--- src/core/iox_defines.svh ---
/*
 Register offsets, field positions, reset values and bus answer codes
 of the I/O and interrupt instruction execution block.
 Assumes inclusion by bare name from the core/ design files.
*/
`ifndef IOX_DEFINES_SVH
`define IOX_DEFINES_SVH

// ==========================================================
// Register byte offsets
`define IOX_OFF_CMD 8'h00
`define IOX_OFF_ACC 8'h04
`define IOX_OFF_REGB 8'h08
`define IOX_OFF_PTR 8'h0c
`define IOX_OFF_TSEL 8'h10
`define IOX_OFF_DEST 8'h14
`define IOX_OFF_PORTD 8'h18
`define IOX_OFF_STATUS 8'h1c
`define IOX_OFF_IRQ_STAT 8'h20
`define IOX_OFF_IRQ_CLR 8'h24
`define IOX_OFF_IRQ_EN 8'h28

// ==========================================================
// Field positions
`define IOX_TSEL_LVL_BIT 0
`define IOX_TSEL_FLAG_BIT 1
`define IOX_ST_ALLOW_BIT 0
`define IOX_ST_EXT_BIT 1
`define IOX_ST_SKIP_BIT 2
`define IOX_ST_PC_LSB 16
`define IOX_EVT_SKIP 0
`define IOX_EVT_EXT 1
`define IOX_EVT_BADCMD 2
`define IOX_NUM_EVT 3
`define IOX_PTR_MAX 4'h8

// ==========================================================
// Reset values
`define IOX_NIB_RST 4'h0
`define IOX_TSEL_RST 2'h0
`define IOX_PORTD_RST 9'h000
`define IOX_PC_RST 10'h000
`define IOX_EVT_RST 3'h0

// ==========================================================
// Bus answer codes
`define IOX_RESP_OKAY 2'h0
`define IOX_RESP_SLVERR 2'h2

`endif

--- src/core/iox_pkg.sv ---
/*
 Types of the I/O and interrupt instruction execution block: command
 codes and the bus slave state encoding.
 Assumes compilation before every module of the block.
*/
package iox_pkg;

	// ==========================================================
	// Command codes written to the command register
	typedef enum logic [3:0] {
		IOX_CMD_NOP = 4'h0,
		IOX_CMD_TEST_BIT = 4'h1,
		IOX_CMD_OUT_WIDE = 4'h2,
		IOX_CMD_IN_WIDE = 4'h3,
		IOX_CMD_OUT_NIB = 4'h4,
		IOX_CMD_IN_NIB = 4'h5,
		IOX_CMD_IN_ANA = 4'h6,
		IOX_CMD_IRQ_ON = 4'h7,
		IOX_CMD_IRQ_OFF = 4'h8,
		IOX_CMD_TEST_IRQ = 4'h9,
		IOX_CMD_LOAD = 4'ha
	} iox_cmd_e;

	// ==========================================================
	// Bus channel states, one-hot
	typedef enum logic [2:0] {
		IOX_ST_IDLE = 3'h1,
		IOX_ST_EXEC = 3'h2,
		IOX_ST_RESP = 3'h4
	} iox_bus_st_e;

endpackage

--- src/core/iox_axil_slave.sv ---
/*
 AXI4-Lite slave front end: takes write address and data in either
 order, one access per channel at a time, and hands a one-cycle write
 strobe and a read address to the register file.
 Assumes the register file answers wr_ok, rd_data and rd_ok combinationally.
*/
`timescale 1ns/1ps
`include "iox_defines.svh"

module iox_axil_slave #(
	parameter int ADDR_W = 8
) (
	// Clock and reset
	input wire logic aclk,
	input wire logic aresetn,
	// Write address channel
	input wire logic [ADDR_W-1:0] s_axi_awaddr,
	input wire logic s_axi_awvalid,
	output logic s_axi_awready,
	// Write data channel
	input wire logic [31:0] s_axi_wdata,
	input wire logic [3:0] s_axi_wstrb,
	input wire logic s_axi_wvalid,
	output logic s_axi_wready,
	// Write response channel
	output logic [1:0] s_axi_bresp,
	output logic s_axi_bvalid,
	input wire logic s_axi_bready,
	// Read address channel
	input wire logic [ADDR_W-1:0] s_axi_araddr,
	input wire logic s_axi_arvalid,
	output logic s_axi_arready,
	// Read data channel
	output logic [31:0] s_axi_rdata,
	output logic [1:0] s_axi_rresp,
	output logic s_axi_rvalid,
	input wire logic s_axi_rready,
	// Register file side
	output logic wr_en,
	output logic [ADDR_W-1:0] wr_addr,
	output logic [31:0] wr_data,
	output logic [3:0] wr_strb,
	input wire logic wr_ok,
	output logic [ADDR_W-1:0] rd_addr,
	input wire logic [31:0] rd_data,
	input wire logic rd_ok
);
	import iox_pkg::*;

	iox_bus_st_e wst_reg, wst_next, rst_reg, rst_next;
	logic awready_reg, awready_next, wready_reg, wready_next;
	logic bvalid_reg, bvalid_next, arready_reg, arready_next;
	logic rvalid_reg, rvalid_next;
	logic [1:0] bresp_reg, bresp_next, rresp_reg, rresp_next;
	logic [ADDR_W-1:0] waddr_reg, waddr_next, raddr_reg, raddr_next;
	logic [31:0] wdata_reg, wdata_next, rdata_reg, rdata_next;
	logic [3:0] wstrb_reg, wstrb_next;

	// ==========================================================
	// Write channel: ready drops on each handshake so order is free
	always_comb begin
		wst_next = wst_reg;
		awready_next = awready_reg;
		wready_next = wready_reg;
		waddr_next = waddr_reg;
		wdata_next = wdata_reg;
		wstrb_next = wstrb_reg;
		bvalid_next = bvalid_reg;
		bresp_next = bresp_reg;
		case (wst_reg)
			IOX_ST_IDLE: begin
				if (s_axi_awvalid && awready_reg) begin
					waddr_next = s_axi_awaddr;
					awready_next = 1'b0;
				end
				if (s_axi_wvalid && wready_reg) begin
					wdata_next = s_axi_wdata;
					wstrb_next = s_axi_wstrb;
					wready_next = 1'b0;
				end
				if (!awready_next && !wready_next) begin
					wst_next = IOX_ST_EXEC;
				end
			end
			IOX_ST_EXEC: begin
				bvalid_next = 1'b1;
				bresp_next = wr_ok ? `IOX_RESP_OKAY : `IOX_RESP_SLVERR;
				wst_next = IOX_ST_RESP;
			end
			IOX_ST_RESP: begin
				if (s_axi_bready) begin
					bvalid_next = 1'b0;
					awready_next = 1'b1;
					wready_next = 1'b1;
					wst_next = IOX_ST_IDLE;
				end
			end
			default: begin
				wst_next = IOX_ST_IDLE;
			end
		endcase
	end

	// ==========================================================
	// Read channel: register file data captured in the exec cycle
	always_comb begin
		rst_next = rst_reg;
		arready_next = arready_reg;
		raddr_next = raddr_reg;
		rvalid_next = rvalid_reg;
		rdata_next = rdata_reg;
		rresp_next = rresp_reg;
		case (rst_reg)
			IOX_ST_IDLE: begin
				if (s_axi_arvalid && arready_reg) begin
					raddr_next = s_axi_araddr;
					arready_next = 1'b0;
					rst_next = IOX_ST_EXEC;
				end
			end
			IOX_ST_EXEC: begin
				rvalid_next = 1'b1;
				rdata_next = rd_ok ? rd_data : 32'h0000_0000;
				rresp_next = rd_ok ? `IOX_RESP_OKAY : `IOX_RESP_SLVERR;
				rst_next = IOX_ST_RESP;
			end
			IOX_ST_RESP: begin
				if (s_axi_rready) begin
					rvalid_next = 1'b0;
					arready_next = 1'b1;
					rst_next = IOX_ST_IDLE;
				end
			end
			default: begin
				rst_next = IOX_ST_IDLE;
			end
		endcase
	end

	// ==========================================================
	// State registers
	always_ff @(posedge aclk) begin
		if (!aresetn) begin
			wst_reg <= IOX_ST_IDLE;
			rst_reg <= IOX_ST_IDLE;
			awready_reg <= 1'b1;
			wready_reg <= 1'b1;
			arready_reg <= 1'b1;
			bvalid_reg <= 1'b0;
			rvalid_reg <= 1'b0;
			bresp_reg <= `IOX_RESP_OKAY;
			rresp_reg <= `IOX_RESP_OKAY;
			waddr_reg <= '0;
			raddr_reg <= '0;
			wdata_reg <= 32'h0000_0000;
			rdata_reg <= 32'h0000_0000;
			wstrb_reg <= 4'h0;
		end else begin
			wst_reg <= wst_next;
			rst_reg <= rst_next;
			awready_reg <= awready_next;
			wready_reg <= wready_next;
			arready_reg <= arready_next;
			bvalid_reg <= bvalid_next;
			rvalid_reg <= rvalid_next;
			bresp_reg <= bresp_next;
			rresp_reg <= rresp_next;
			waddr_reg <= waddr_next;
			raddr_reg <= raddr_next;
			wdata_reg <= wdata_next;
			rdata_reg <= rdata_next;
			wstrb_reg <= wstrb_next;
		end
	end

	// ==========================================================
	// Outputs
	assign s_axi_awready = awready_reg;
	assign s_axi_wready = wready_reg;
	assign s_axi_bvalid = bvalid_reg;
	assign s_axi_bresp = bresp_reg;
	assign s_axi_arready = arready_reg;
	assign s_axi_rvalid = rvalid_reg;
	assign s_axi_rdata = rdata_reg;
	assign s_axi_rresp = rresp_reg;
	assign wr_en = (wst_reg == IOX_ST_EXEC);
	assign wr_addr = waddr_reg;
	assign wr_data = wdata_reg;
	assign wr_strb = wstrb_reg;
	assign rd_addr = raddr_reg;
endmodule

--- src/core/iox_irq_ctrl.sv ---
/*
 Sticky event status, write-one-to-clear, enable register and one
 level interrupt output.
 Assumes one-cycle event pulses and one-cycle register write strobes.
*/
`timescale 1ns/1ps
`include "iox_defines.svh"

module iox_irq_ctrl #(
	parameter int N = 3
) (
	// Clock and reset
	input wire logic aclk,
	input wire logic aresetn,
	// Events and software access
	input wire logic [N-1:0] evt,
	input wire logic clr_wr,
	input wire logic en_wr,
	input wire logic [N-1:0] wr_bits,
	// State and interrupt
	output logic [N-1:0] stat,
	output logic [N-1:0] en,
	output logic irq
);
	logic [N-1:0] stat_reg, stat_next, en_reg, en_next;
	logic irq_reg, irq_next;

	// ==========================================================
	// Per bit: an event in the clear cycle still sets the bit
	genvar i;
	generate
		for (i = 0; i < N; i++) begin : g_bit
			always_comb begin
				stat_next[i] = evt[i] | (stat_reg[i] & ~(clr_wr & wr_bits[i]));
			end
		end
	endgenerate

	// Enable and interrupt level
	always_comb begin
		en_next = en_wr ? wr_bits : en_reg;
		irq_next = |(stat_next & en_next);
	end

	// ==========================================================
	// Registers
	always_ff @(posedge aclk) begin
		if (!aresetn) begin
			stat_reg <= '0;
			en_reg <= '0;
			irq_reg <= 1'b0;
		end else begin
			stat_reg <= stat_next;
			en_reg <= en_next;
			irq_reg <= irq_next;
		end
	end

	assign stat = stat_reg;
	assign en = en_reg;
	assign irq = irq_reg;
endmodule

--- src/core/iox_io_exec.sv ---
/*
 Execution of I/O and interrupt-control instructions of a 4-bit core,
 driven by command words written over AXI4-Lite.
 Assumes port inputs and the interrupt pin are synchronous to aclk.
*/
// Our own choices: the AXI4-Lite register port and the placing of the registers.
// Function
// - Test port D bit chosen by pointer (0..8); skip next when it is zero.
// - Wide output drives accumulator and register B onto the wide port.
// - Wide input captures wide port levels into the accumulator and register B.
// - Nibble output drives the accumulator onto the nibble port.
// - Nibble input captures nibble port levels into a core register.
// - Analog port input captures its digital levels into a core register.
// - Interrupt enable command sets the interrupt allow flag.
// - Interrupt disable command clears the interrupt allow flag.
// - With select bit 1 set, test the external event flag, then clear it.
// - With select bits both zero, test the interrupt pin for low level.
// - Load copies the accumulator to the destination, accumulator unchanged.
`timescale 1ns/1ps
`include "iox_defines.svh"

module iox_io_exec #(
	parameter int ADDR_W = 8,
	parameter int K_W = 4,
	parameter int D_W = 9
) (
	// Clock and reset
	input wire logic aclk,
	input wire logic aresetn,
	// AXI4-Lite write
	input wire logic [ADDR_W-1:0] s_axi_awaddr,
	input wire logic s_axi_awvalid,
	output logic s_axi_awready,
	input wire logic [31:0] s_axi_wdata,
	input wire logic [3:0] s_axi_wstrb,
	input wire logic s_axi_wvalid,
	output logic s_axi_wready,
	output logic [1:0] s_axi_bresp,
	output logic s_axi_bvalid,
	input wire logic s_axi_bready,
	// AXI4-Lite read
	input wire logic [ADDR_W-1:0] s_axi_araddr,
	input wire logic s_axi_arvalid,
	output logic s_axi_arready,
	output logic [31:0] s_axi_rdata,
	output logic [1:0] s_axi_rresp,
	output logic s_axi_rvalid,
	input wire logic s_axi_rready,
	// Wide port
	input wire logic [7:0] port_s_in,
	output logic [7:0] port_s_out,
	output logic port_s_oe,
	// Nibble port
	input wire logic [3:0] port_f_in,
	output logic [3:0] port_f_out,
	output logic port_f_oe,
	// Analog-capable port and discrete outputs
	input wire logic [K_W-1:0] port_k_in,
	output logic [D_W-1:0] port_d_out,
	// Interrupt pin and request
	input wire logic int_pin_in,
	output logic irq
);
	import iox_pkg::*;

	logic wr_en, wr_ok, rd_ok, cmd_wr, exec, skip_hit, bad_cmd, ext_fall;
	logic ext_clr, clr_wr, en_wr;
	logic [ADDR_W-1:0] wr_addr, rd_addr;
	logic [31:0] wr_data, rd_data, mw, portd_merge;
	logic [3:0] wr_strb;
	logic [`IOX_NUM_EVT-1:0] evt, irq_stat, irq_en;
	iox_cmd_e cmd_code;

	logic [3:0] acc_reg, acc_next, regb_reg, regb_next, ptr_reg, ptr_next;
	logic [3:0] dest_reg, dest_next, cmd_reg, cmd_next;
	logic [1:0] tsel_reg, tsel_next;
	logic [D_W-1:0] portd_reg, portd_next;
	logic [7:0] ports_reg, ports_next;
	logic [3:0] portf_reg, portf_next;
	logic ports_oe_reg, ports_oe_next, portf_oe_reg, portf_oe_next;
	logic allow_reg, allow_next, ext_reg, ext_next, skip_reg, skip_next;
	logic int_prev_reg;
	logic [9:0] pc_reg, pc_next;

	// ==========================================================
	// Bus slave and interrupt block
	iox_axil_slave #(.ADDR_W(ADDR_W)) u_bus (
		.aclk(aclk),
		.aresetn(aresetn),
		.s_axi_awaddr(s_axi_awaddr),
		.s_axi_awvalid(s_axi_awvalid),
		.s_axi_awready(s_axi_awready),
		.s_axi_wdata(s_axi_wdata),
		.s_axi_wstrb(s_axi_wstrb),
		.s_axi_wvalid(s_axi_wvalid),
		.s_axi_wready(s_axi_wready),
		.s_axi_bresp(s_axi_bresp),
		.s_axi_bvalid(s_axi_bvalid),
		.s_axi_bready(s_axi_bready),
		.s_axi_araddr(s_axi_araddr),
		.s_axi_arvalid(s_axi_arvalid),
		.s_axi_arready(s_axi_arready),
		.s_axi_rdata(s_axi_rdata),
		.s_axi_rresp(s_axi_rresp),
		.s_axi_rvalid(s_axi_rvalid),
		.s_axi_rready(s_axi_rready),
		.wr_en(wr_en),
		.wr_addr(wr_addr),
		.wr_data(wr_data),
		.wr_strb(wr_strb),
		.wr_ok(wr_ok),
		.rd_addr(rd_addr),
		.rd_data(rd_data),
		.rd_ok(rd_ok)
	);

	iox_irq_ctrl #(.N(`IOX_NUM_EVT)) u_irq (
		.aclk(aclk),
		.aresetn(aresetn),
		.evt(evt),
		.clr_wr(clr_wr),
		.en_wr(en_wr),
		.wr_bits(mw[`IOX_NUM_EVT-1:0]),
		.stat(irq_stat),
		.en(irq_en),
		.irq(irq)
	);

	// ==========================================================
	// Byte-lane merge of write data over the old register value
	function automatic logic [31:0] iox_merge(input logic [31:0] old, input logic [31:0] nw,
		input logic [3:0] strb);
		logic [31:0] res;
		res = old;
		for (int b = 0; b < 4; b++) begin
			if (strb[b]) begin
				res[8*b +: 8] = nw[8*b +: 8];
			end
		end
		return res;
	endfunction

	// Write strobes and decoded command
	always_comb begin
		mw = iox_merge(32'h0000_0000, wr_data, wr_strb);
		portd_merge = iox_merge({{(32-D_W){1'b0}}, portd_reg}, wr_data, wr_strb);
		cmd_wr = wr_en && (wr_addr == `IOX_OFF_CMD) && wr_strb[0];
		cmd_code = iox_cmd_e'(wr_data[3:0]);
		exec = cmd_wr && !skip_reg; // Suppressed word is not executed
		clr_wr = wr_en && (wr_addr == `IOX_OFF_IRQ_CLR);
		en_wr = wr_en && (wr_addr == `IOX_OFF_IRQ_EN) && wr_strb[0];
		ext_fall = int_prev_reg && !int_pin_in;
	end

	// ==========================================================
	// Register writes and command execution
	always_comb begin
		acc_next = acc_reg;
		regb_next = regb_reg;
		ptr_next = ptr_reg;
		dest_next = dest_reg;
		cmd_next = cmd_reg;
		tsel_next = tsel_reg;
		portd_next = portd_reg;
		ports_next = ports_reg;
		portf_next = portf_reg;
		ports_oe_next = ports_oe_reg;
		portf_oe_next = portf_oe_reg;
		allow_next = allow_reg;
		pc_next = pc_reg;
		skip_next = skip_reg;
		skip_hit = 1'b0;
		bad_cmd = 1'b0;
		ext_clr = 1'b0;
		if (wr_en && wr_strb[0]) begin
			case (wr_addr)
				`IOX_OFF_ACC: acc_next = wr_data[3:0];
				`IOX_OFF_REGB: regb_next = wr_data[3:0];
				`IOX_OFF_PTR: ptr_next = wr_data[3:0];
				`IOX_OFF_TSEL: tsel_next = wr_data[1:0];
				`IOX_OFF_DEST: dest_next = wr_data[3:0];
				default: ;
			endcase
		end
		if (wr_en && (wr_addr == `IOX_OFF_PORTD)) begin
			portd_next = portd_merge[D_W-1:0];
		end
		if (cmd_wr) begin
			cmd_next = wr_data[3:0];
			pc_next = pc_reg + 10'h001; // Suppressed word is stepped past too
			skip_next = 1'b0;
		end
		if (exec) begin
			case (cmd_code)
				IOX_CMD_NOP: ;
				IOX_CMD_TEST_BIT: begin
					// Pointer beyond 8 never skips
					if (ptr_reg <= `IOX_PTR_MAX) begin
						skip_hit = !portd_reg[ptr_reg];
					end
				end
				IOX_CMD_OUT_WIDE: begin
					ports_next = {regb_reg, acc_reg};
					ports_oe_next = 1'b1;
				end
				IOX_CMD_IN_WIDE: begin
					// Released so the pins show outside levels
					ports_oe_next = 1'b0;
					acc_next = port_s_in[3:0];
					regb_next = port_s_in[7:4];
				end
				IOX_CMD_OUT_NIB: begin
					portf_next = acc_reg;
					portf_oe_next = 1'b1;
				end
				IOX_CMD_IN_NIB: begin
					portf_oe_next = 1'b0;
					acc_next = port_f_in;
				end
				IOX_CMD_IN_ANA: begin
					acc_next = 4'(port_k_in);
				end
				IOX_CMD_IRQ_ON: allow_next = 1'b1;
				IOX_CMD_IRQ_OFF: allow_next = 1'b0;
				IOX_CMD_TEST_IRQ: begin
					if (tsel_reg[`IOX_TSEL_FLAG_BIT]) begin
						skip_hit = ext_reg;
						ext_clr = 1'b1;
					end else if (!tsel_reg[`IOX_TSEL_LVL_BIT]) begin
						skip_hit = !int_pin_in;
					end else begin
						skip_hit = int_pin_in;
					end
				end
				IOX_CMD_LOAD: dest_next = acc_reg;
				default: bad_cmd = 1'b1;
			endcase
			skip_next = skip_hit;
		end
	end

	// ==========================================================
	// External event flag: a new edge beats the test's clear
	always_comb begin
		ext_next = ext_fall | (ext_reg & ~ext_clr);
		evt = '0;
		evt[`IOX_EVT_SKIP] = exec & skip_hit;
		evt[`IOX_EVT_EXT] = ext_fall & allow_reg;
		evt[`IOX_EVT_BADCMD] = bad_cmd;
	end

	// ==========================================================
	// Register read mux and address decode
	always_comb begin
		rd_data = 32'h0000_0000;
		rd_ok = 1'b1;
		case (rd_addr)
			`IOX_OFF_CMD: rd_data[3:0] = cmd_reg;
			`IOX_OFF_ACC: rd_data[3:0] = acc_reg;
			`IOX_OFF_REGB: rd_data[3:0] = regb_reg;
			`IOX_OFF_PTR: rd_data[3:0] = ptr_reg;
			`IOX_OFF_TSEL: rd_data[1:0] = tsel_reg;
			`IOX_OFF_DEST: rd_data[3:0] = dest_reg;
			`IOX_OFF_PORTD: rd_data[D_W-1:0] = portd_reg;
			`IOX_OFF_STATUS: begin
				rd_data[`IOX_ST_ALLOW_BIT] = allow_reg;
				rd_data[`IOX_ST_EXT_BIT] = ext_reg;
				rd_data[`IOX_ST_SKIP_BIT] = skip_reg;
				rd_data[`IOX_ST_PC_LSB +: 10] = pc_reg;
			end
			`IOX_OFF_IRQ_STAT: rd_data[`IOX_NUM_EVT-1:0] = irq_stat;
			`IOX_OFF_IRQ_CLR: ;
			`IOX_OFF_IRQ_EN: rd_data[`IOX_NUM_EVT-1:0] = irq_en;
			default: rd_ok = 1'b0;
		endcase
	end

	// Writes to read-only registers are ignored but accepted
	always_comb begin
		case (wr_addr)
			`IOX_OFF_CMD, `IOX_OFF_ACC, `IOX_OFF_REGB, `IOX_OFF_PTR, `IOX_OFF_TSEL,
			`IOX_OFF_DEST, `IOX_OFF_PORTD, `IOX_OFF_STATUS, `IOX_OFF_IRQ_STAT,
			`IOX_OFF_IRQ_CLR, `IOX_OFF_IRQ_EN: wr_ok = 1'b1;
			default: wr_ok = 1'b0;
		endcase
	end

	// ==========================================================
	// State registers
	always_ff @(posedge aclk) begin
		if (!aresetn) begin
			acc_reg <= `IOX_NIB_RST;
			regb_reg <= `IOX_NIB_RST;
			ptr_reg <= `IOX_NIB_RST;
			dest_reg <= `IOX_NIB_RST;
			cmd_reg <= `IOX_NIB_RST;
			tsel_reg <= `IOX_TSEL_RST;
			portd_reg <= `IOX_PORTD_RST;
			ports_reg <= 8'h00;
			portf_reg <= `IOX_NIB_RST;
			ports_oe_reg <= 1'b0;
			portf_oe_reg <= 1'b0;
			allow_reg <= 1'b0;
			ext_reg <= 1'b0;
			skip_reg <= 1'b0;
			int_prev_reg <= 1'b1;
			pc_reg <= `IOX_PC_RST;
		end else begin
			acc_reg <= acc_next;
			regb_reg <= regb_next;
			ptr_reg <= ptr_next;
			dest_reg <= dest_next;
			cmd_reg <= cmd_next;
			tsel_reg <= tsel_next;
			portd_reg <= portd_next;
			ports_reg <= ports_next;
			portf_reg <= portf_next;
			ports_oe_reg <= ports_oe_next;
			portf_oe_reg <= portf_oe_next;
			allow_reg <= allow_next;
			ext_reg <= ext_next;
			skip_reg <= skip_next;
			int_prev_reg <= int_pin_in;
			pc_reg <= pc_next;
		end
	end

	// ==========================================================
	// Pin outputs straight from registers
	assign port_s_out = ports_reg;
	assign port_s_oe = ports_oe_reg;
	assign port_f_out = portf_reg;
	assign port_f_oe = portf_oe_reg;
	assign port_d_out = portd_reg;
endmodule

--- config.mk ---
export PLATFORM = sky130hd
export DESIGN_NAME = iox_io_exec
export DESIGN_NICKNAME = d
export VERILOG_FILES = /design/src/core/iox_pkg.sv /design/src/core/iox_axil_slave.sv /design/src/core/iox_irq_ctrl.sv /design/src/core/iox_io_exec.sv
export VERILOG_INCLUDE_DIRS = /design/src /design/src/core
export SDC_FILE = /design/constraint.sdc
export NUM_CORES = 1
export LEC_CHECK = 0
export BUFFER_PORTS_ARGS = -buffer_cell sky130_fd_sc_hd__buf_4
export CAP_MARGIN = 10
export CORE_UTILIZATION = 29
export CTS_CLUSTER_SIZE = 20
export DETAILED_ROUTE_END_ITERATION = 6
export GPL_TIMING_DRIVEN = 0
export SLEW_MARGIN = 15
export SYNTH_ARGS = -nofsm -noshare
export SYNTH_HDL_FRONTEND = slang
export SYNTH_HIERARCHICAL = 1
export SYNTH_SLANG_ARGS = --single-unit
--- constraint.sdc ---
create_clock -name aclk -period 3.3 [get_ports aclk]
set_clock_uncertainty 0.1 [all_clocks]
set_input_delay 0.165 -clock aclk [delete_from_list [all_inputs] [get_ports aclk]]
set_output_delay 0.165 -clock aclk [all_outputs]
set_load 0.02 [all_outputs]
**After elaboration in Yosys (flattened, before gate mapping)**

Cells that the tools add are included.
Widths: inputs -> output; s select.

- Register bits: 140
- Bits of input ports: 76

- Bitwise logic cells: 18
- Reduce and logical (&&, ||, !) cells: 51
- Mux-type cells: 61
- Magnitude comparators: 2
- $add $sub $neg: 1
- Equality and inequality tests: 40

Operators with widths:

| operator | number |
|---|---|
| $eq 8x5->1 const B | 8 |
| $eq 8x6->1 const B | 6 |
| $mux 4 | 11 |
| $reduce_and 2->1 | 17 |
| $reduce_or 11->1 | 3 |
| $eq 8x4->1 const B | 4 |
| $mux 26 | 1 |
| $mux 1 | 23 |
| $pmux 2 s10 | 1 |
| $mux 3 | 6 |
| $pmux 1 s2 | 9 |
| $pmux 3 s3 | 2 |
| $eq 4x3->1 const B | 4 |
| $eq 8x3->1 const B | 2 |
| $logic_not 8->1 | 2 |
| $reduce_bool 2->1 | 8 |
| $logic_and 1x1->1 | 13 |
| $eq 4x4->1 const B | 3 |
| $pmux 4 s3 | 1 |
| $add 10x1->10 const B | 1 |
| $mux 10 | 1 |
| $and 1x1->1 | 9 |
| $pmux 1 s9 | 1 |
| $eq 4x2->1 const B | 2 |
| other kinds (19) | 35 |

**Logic depth before layout (Yosys ltp)**

Gate-level depths: netlist of run 1.

- Word-level depth: 10
- Depth in mapped cells: 9
- Depth with buffers taken out: 8

**By module**

The synthesis of run 1 kept the hierarchy.

By module, submodules not included:

| module | instances | cells each | area each (um^2) |
|---|---|---|---|
| iox_axil_slave | 1 | 431 | 3941.3 |
| iox_io_exec | 1 | 392 | 3280.6 |
| iox_irq_ctrl | 1 | 25 | 256.5 |

**Worst setup path before layout of run 1**

No wires, ideal clock.

- Kind: register -> register
- Start point: reg u_bus.wst_reg[1]
- End point: reg u_irq.irq_reg (netlist: u_irq/irq)
- Path slack: 395 ps
- Clock period less this slack: 2905 ps
- Buffers on the path: 2
- Cell stages (with the launch flop): 10
- Arrival time: 2683 ps
- Cells stage by stage: dfxtp_1 -> clkbuf_2 -> nor3b_1 -> nand4bb_1 -> nor3b_1 -> clkbuf_1 -> nor2b_1 -> mux2i_1 -> nor2_1 -> a221o_1

- Elaborated cells between the ends (all ways): 25

RTL lines:

| element | line | RTL |
|---|---|---|
| start, declared | iox_axil_slave.sv:50 | `iox_bus_st_e wst_reg, wst_next, rst_reg, rst_next;` |
| start signal, assigned | iox_axil_slave.sv:159 | `wst_reg <= wst_next;` |
| $eq 3x2->1 | iox_axil_slave.sv:186 | `assign wr_en = (wst_reg == IOX_ST_EXEC);` |
| named net wr_en | iox_io_exec.sv:66 | `logic wr_en, wr_ok, rd_ok, cmd_wr, exec, skip_hit, bad_cmd, ext_fall;` |
| $logic_and 1x1->1 (2 in series) | iox_io_exec.sv:151 | `` en_wr = wr_en && (wr_addr == `IOX_OFF_IRQ_EN) && wr_strb[0]; `` |
| named net en_wr | iox_io_exec.sv:67 | `logic ext_clr, clr_wr, en_wr;` |
| $mux 3 | iox_irq_ctrl.sv:41 | `en_next = en_wr ? wr_bits : en_reg;` |
| $and 3x3->3 | iox_irq_ctrl.sv:42 | `irq_next = \|(stat_next & en_next);` |
| $reduce_or 3->1 | iox_irq_ctrl.sv:42 |  |
| end signal, assigned | iox_irq_ctrl.sv:55 | `irq_reg <= irq_next;` |
| end, declared | iox_irq_ctrl.sv:26 | `logic irq_reg, irq_next;` |

The timed path passes the listed nets, and every way through them passes these cells.
A chain may end at the register's enable or synchronous reset.

**Worst setup path after layout of run 1**

Ends and elaborated chain as after synthesis.

==> flow_metrics.tcl, run 1 <==
set metrics [dict create \
    drt_wl_total_mm 18.9 \
    max_freq_mhz 320 \
    drc 0 \
    slew_headroom 0.328 \
    avgViaCountPerCell 4.73 \
    crit_path_start_kind "flip-flop" \
    crit_slowest_cell "nor3b_2" \
    largest_reg_flops 32 \
    wl_per_cell_um 15.5 \
    fp.dieH_um 152 \
    numPortBuffers 113 \
    finalCriticalPeriod_ns 3.12 \
    start_util 0.297 \
    post-route-period-util 0.946 \
    grt_max_degree 17 \
    setup_violations 0 \
    htreeDepth 4 \
    cp.arrival_ns 3.32 \
    hold_viol 0 \
    path_common_cell "clkbuf_2" \
    die_w_um 152 \
    synthCells 745 \
    criticalPathCategory "reg2reg" \
    place_congestion 0.872 \
    final_max_slew_viol_count 0 \
    tightest_slew_ns 1.00 \
    grt_pass1_wl_mm 29.6 \
    fin_cells 1218 \
    clock_sinks 138 \
    root_buffer "clkbuf_16" \
    required_ns 3.50 \
    setup_ws_ns 0.180 \
    gr-usage-all-layers 0.164 \
    drv_cap 0 \
    final_util 0.402 \
    post-place-ws_ns -0.497 \
    min_path_type "in2reg" \
    slowest_delay_ns 0.38 \
    p_per_area_nw_per_um2 500 \
    run_status "complete, no violations" \
    antenna_found_initial 0 \
    numCtsBuffers 17 \
    layout-drive-gt1-share 0.200 \
    syn_area_sq_um 6510 \
    first_iter_violations 271 \
    grt.overflow.total 0 \
    cts_tree "yes" \
    rrSetupSlack_ns 0.18 \
    clockBufferDepth 2 \
    path_cells "clkbuf_2 -> nor3b_4 -> nand4bb_1 -> nor3b_2 -> clkbuf_2 -> nor2b_1 -> mux2i_1 -> nor2_1 -> a221o_1" \
    clkLatencyLatePin_ns 0.42 \
    dp_hpwl_mm 13.8 \
    grt_pass1_vias 5441 \
    fill_cells 2253 \
    dieArea_sq_um 23100 \
    p_leak_nw 3.56 \
    area_growth_syn_to_layout_pct 35.0 \
    grt_setup_unrepaired "false" \
    cp_max_fo 10 \
    synth.avg_cell_area_sq_um 8.74 \
    fin_nets 1002 \
    peakVddDrop_mv 0.347 \
    firstDrtPassIters 5 \
    setup-tns-final_ns 0 \
    clkTransAtPathRegs_ns 0.06 \
    num_antenna_cells 0 \
    rows 54 \
    core-area_sq_um 21900 \
    post-place-cells 1151 \
    boundaryPins 141 \
    dr_total_vias 5765 \
    synth_warnings 6 \
    ant_nets 0 \
    cp-end-kind "flip-flop" \
]
-- report_power, final --
group / switching [mW] / leakage [nW] / total (mW) / internal [mW]
Combinational: 0.261 / 2.11 / 0.474 / 0.214
Sequential: 0.0419 / 1.12 / 1.75 / 1.71
Clock: 0.776 / 0.328 / 2.17 / 1.39
Total: 1.08 / 3.56 / 4.39 / 3.31
-- timing repair --
| item | CTS | global route |
|---|---|---|
| endpoints found under the setup margin | 12 | 1 |
| endpoints found under the hold margin | 36 | 0 |
| setup buffers | 0 | 0 |
| cloned | 0 | 0 |
| gates resized for setup | 3 | 1 |
| hold buffers | 35 | 0 |
-- critical path, delay by kind of cell, from the launching register on --
| kind | cells | cell delay (ns) |
|---|---|---|
| AND/OR/NAND/NOR | 5 | 1.48 |
| multiplexers | 1 | 0.24 |
| buffers and inverters | 2 | 0.50 |
| flip-flops | 1 | 0.31 |
| AO/OA/AOI/OAI | 1 | 0.37 |
-- per-stage QoR --
step | hold WS (ns) | instance area, sq um | total power [mW]
2_1_floorplan | 0.138 | 6560 | 2.07
3_3_place_gp | 0.297 | 7760 | 2.23
3_5_place_dp | 0.300 | 7760 | 2.23
4_1_cts | 0.00317 | 8790 | 4.42
5_1_grt | 0.0205 | 8790 | 4.54
6_report | 0.00921 | 8790 | 4.39
-- path summary, 6_finish.rpt --
kind	from	end	depth (start not counted)
min reg2reg	u_bus/s_axi_rdata[16]$_SDFFE_PN0N_	u_bus/s_axi_rdata[16]$_SDFFE_PN0N_	2
max	u_bus/wst_reg[1]$_SDFFE_PN0P_	u_irq/irq$_SDFF_PN0_	9
min	port_f_in[1]	acc_reg[1]$_SDFF_PN0_	3
max reg2reg	u_bus/wst_reg[1]$_SDFFE_PN0P_	u_irq/irq$_SDFF_PN0_	9
-- cell type report --
type,instances,area [sq um],area share
Buffer,62,339,0.0386
Timing Repair Buffer,148,1200,0.136
Sequential cell,138,2760,0.314
Multi-Input combinational cell,550,3450,0.392
Inverter,8,30.0,0.00341
Clock buffer,19,453,0.0515
Clock inverter,13,213,0.0242
Tap cell,280,350,0.0398
-- cell usage in the layout, fill, tap and decap left out, types with 6 or more instances in the layout --
cell	n
clkbuf_1	41
xor2_1	7
nor2b_1	8
a21oi_1	29
a21boi_0	17
nor2_1	60
dfxtp_1	138
dlygate4sd3_1	35
clkbuf_16	17
buf_4	117
buf_2	8
a22o_1	6
nand3_1	47
nor3b_1	7
conb_1	15
inv_1	7
a21boi_1	15
nand2_1	129
a211oi_1	13
o21ai_0	11
nand2b_1	8
and2_1	23
mux2i_1	74
-- per-layer routing --
layer,vias to the layer above,global-route usage,share of wire
met4,0,0.0524,0.014
met3,19,0.0345,0.041
met2,131,0.269,0.47
met5,-,0,0
met1,2678,0.214,0.47
li1,2937,-,-
Note: power is estimated with default switching activity, not from simulation.
==> inputs of run 2 (changes only) <==
--- a/config.mk
+++ b/config.mk
@@ -9,6 +9,7 @@
 export BUFFER_PORTS_ARGS = -buffer_cell sky130_fd_sc_hd__buf_4
 export CAP_MARGIN = 10
 export CORE_UTILIZATION = 29
+export CTS_BUF_LIST = sky130_fd_sc_hd__clkbuf_4
 export CTS_CLUSTER_SIZE = 20
 export DETAILED_ROUTE_END_ITERATION = 6
 export GPL_TIMING_DRIVEN = 0
==> flow_metrics.tcl, run 2 (synthesized netlist as in run 1, its figures left out) <==
set metrics [dict create \
    critical-path-top-delay-family "simple AND/OR/NAND/NOR gates" \
    root_buffer "clkbuf_4" \
    first_iter_violations 353 \
    clkLatencyLatePin_ns 0.58 \
    grt_pass1_wl_mm 29.5 \
    ant_nets 0 \
    path_common_cell "clkbuf_2" \
    final_max_slew_viol_count 0 \
    numPortBuffers 113 \
    path_buf_inv 2 \
    clkTransAtPathRegs_ns 0.13 \
    post-route-period-util 0.947 \
    run_status "complete, no violations" \
    htreeDepth 4 \
    layout-drive-gt1-share 0.195 \
    required_ns 3.66 \
    area_growth_syn_to_layout_pct 32.3 \
    path_cells "clkbuf_2 -> nor3b_4 -> nand4bb_1 -> nor3b_2 -> clkbuf_2 -> nor2b_1 -> mux2i_1 -> nor2_1 -> a221o_1" \
    layout_common_cells "dfxtp_1, nand2_1, buf_4, mux2i_1, nor2_1" \
    p_per_area_nw_per_um2 418 \
    drc 0 \
    crit_slowest_cell "nor3b_2" \
    multiInputGateArea_sq_um 3450 \
    fp.dieH_um 152 \
    fin_nets 1016 \
    min_path_type "in2reg" \
    setup_violations 0 \
    numCtsBuffers 17 \
    clockBufferDepth 2 \
    rrSetupSlack_ns 0.18 \
    cp_max_fo 10 \
    cp-end-kind "flip-flop" \
    cts_setup_buffers 0 \
    gr-usage-all-layers 0.163 \
    final_area_sq_um 8620 \
    clock_sinks 138 \
    crit_path_start_kind "flip-flop" \
    cp.arrival_ns 3.48 \
    die_w_um 152 \
    drt_wl_total_mm 18.9 \
    avgViaCountPerCell 4.74 \
    tightest_slew_ns 1.11 \
    hold_viol 0 \
    slew_headroom 0.258 \
    peakVddDrop_mv 0.188 \
    boundaryPins 141 \
    grt_setup_unrepaired "false" \
    p_leak_nw 3.48 \
    dr_total_vias 5849 \
    drv_cap 0 \
    seqCellArea_sq_um 2760 \
    final_common_cell "dfxtp_1" \
    grt_pass1_vias 5449 \
    slowest_delay_ns 0.38 \
    cts_tree "yes" \
    fin_cells 1233 \
    antenna_found_initial 1 \
    rows 54 \
    grt.overflow.total 0 \
    firstDrtPassIters 5 \
    finalCriticalPeriod_ns 3.12 \
    placed_cell_area_sq_um 7760 \
    place_congestion 0.872 \
    dieArea_sq_um 23100 \
    start_util 0.297 \
    fill_cells 2288 \
    core-area_sq_um 21900 \
    max_freq_mhz 320 \
    largest_reg_flops 32 \
    wl_per_cell_um 15.3 \
    criticalPathCategory "reg2reg" \
    grt_max_degree 17 \
    post-place-cells 1151 \
    dp_hpwl_mm 13.8 \
]
==> run 2: cell types whose count changed in the layout (fill, tap and decap cells not counted) <==
cell	before	now
clkbuf_16	17	0
clkbuf_4	0	17
clkbuf_8	2	0
clkinv_1	1	3
diode_2	0	1
dlygate4sd3_1	35	49
==> run 2: worst paths after layout <==
kind	to	start	cells after the start
setup reg to reg	u_irq/irq$_SDFF_PN0_	u_bus/wst_reg[1]$_SDFFE_PN0P_	9
setup / recovery	u_irq/irq$_SDFF_PN0_	u_bus/wst_reg[1]$_SDFFE_PN0P_	9
hold reg to reg	u_bus/s_axi_rdata[16]$_SDFFE_PN0N_	u_bus/s_axi_rdata[16]$_SDFFE_PN0N_	2
hold / removal	u_bus/rd_addr[5]$_SDFFE_PN0P_	s_axi_arvalid	4
==> run 2: final cells by class <==
class                      count  area share
antenna                        1    0.000290
buffer                        62      0.0393
clock buffer                  17      0.0148
clock inverter                15      0.0256
inverter                       8     0.00348
multi-input combinational    550       0.400
sequential                   138       0.321
tap                          280      0.0407
timing repair buffer         162       0.155
==> run 2: report_power, final <==
group	internal [mW]	total, mW	switching [mW]
Sequential	1.71	1.75	0.0417
Clock	0.680	1.36	0.682
Combinational	0.224	0.489	0.266
==> run 2: repair_timing <==
| action | CTS | global route |
|---|---|---|
| endpoints found under the setup margin | 12 | 3 |
| hold buffers | 49 | 0 |
| resized for setup | 3 | 1 |
| hold endpoints to repair | 53 | 0 |
==> run 2: metrics by stage <==
stage | util | hold slack, ns | setup WS, ns | power, mW | TNS [ns]
5_1_grt | 0.394 | 0.0139 | 0.0227 | 3.74 | 0
2_1_floorplan | - | 0.138 | 0.395 | 2.07 | 0
3_3_place_gp | 0.354 | 0.297 | -0.489 | 2.23 | -1.88
4_1_cts | 0.393 | 0.00727 | 0.0950 | 3.63 | 0
6_report | 0.394 | 0.0318 | 0.176 | 3.60 | 0
3_5_place_dp | 0.354 | 0.300 | -0.497 | 2.23 | -2.02
==> run 2: layer usage <==
metal	track usage	vias up	part of all wire
li1	-	2958	-
met1	0.214	2702	0.46
met2	0.266	169	0.47
met3	0.0379	20	0.052
met4	0.0457	0	0.013
met5	0	-	0
==> run 2: worst reg2reg max path: stages (launching register included) <==
cell	delay, ns
dfxtp_1	0.33
clkbuf_2	0.19
nor3b_4	0.35
nand4bb_1	0.32
nor3b_2	0.38
clkbuf_2	0.32
nor2b_1	0.35
mux2i_1	0.24
nor2_1	0.07
a221o_1	0.38
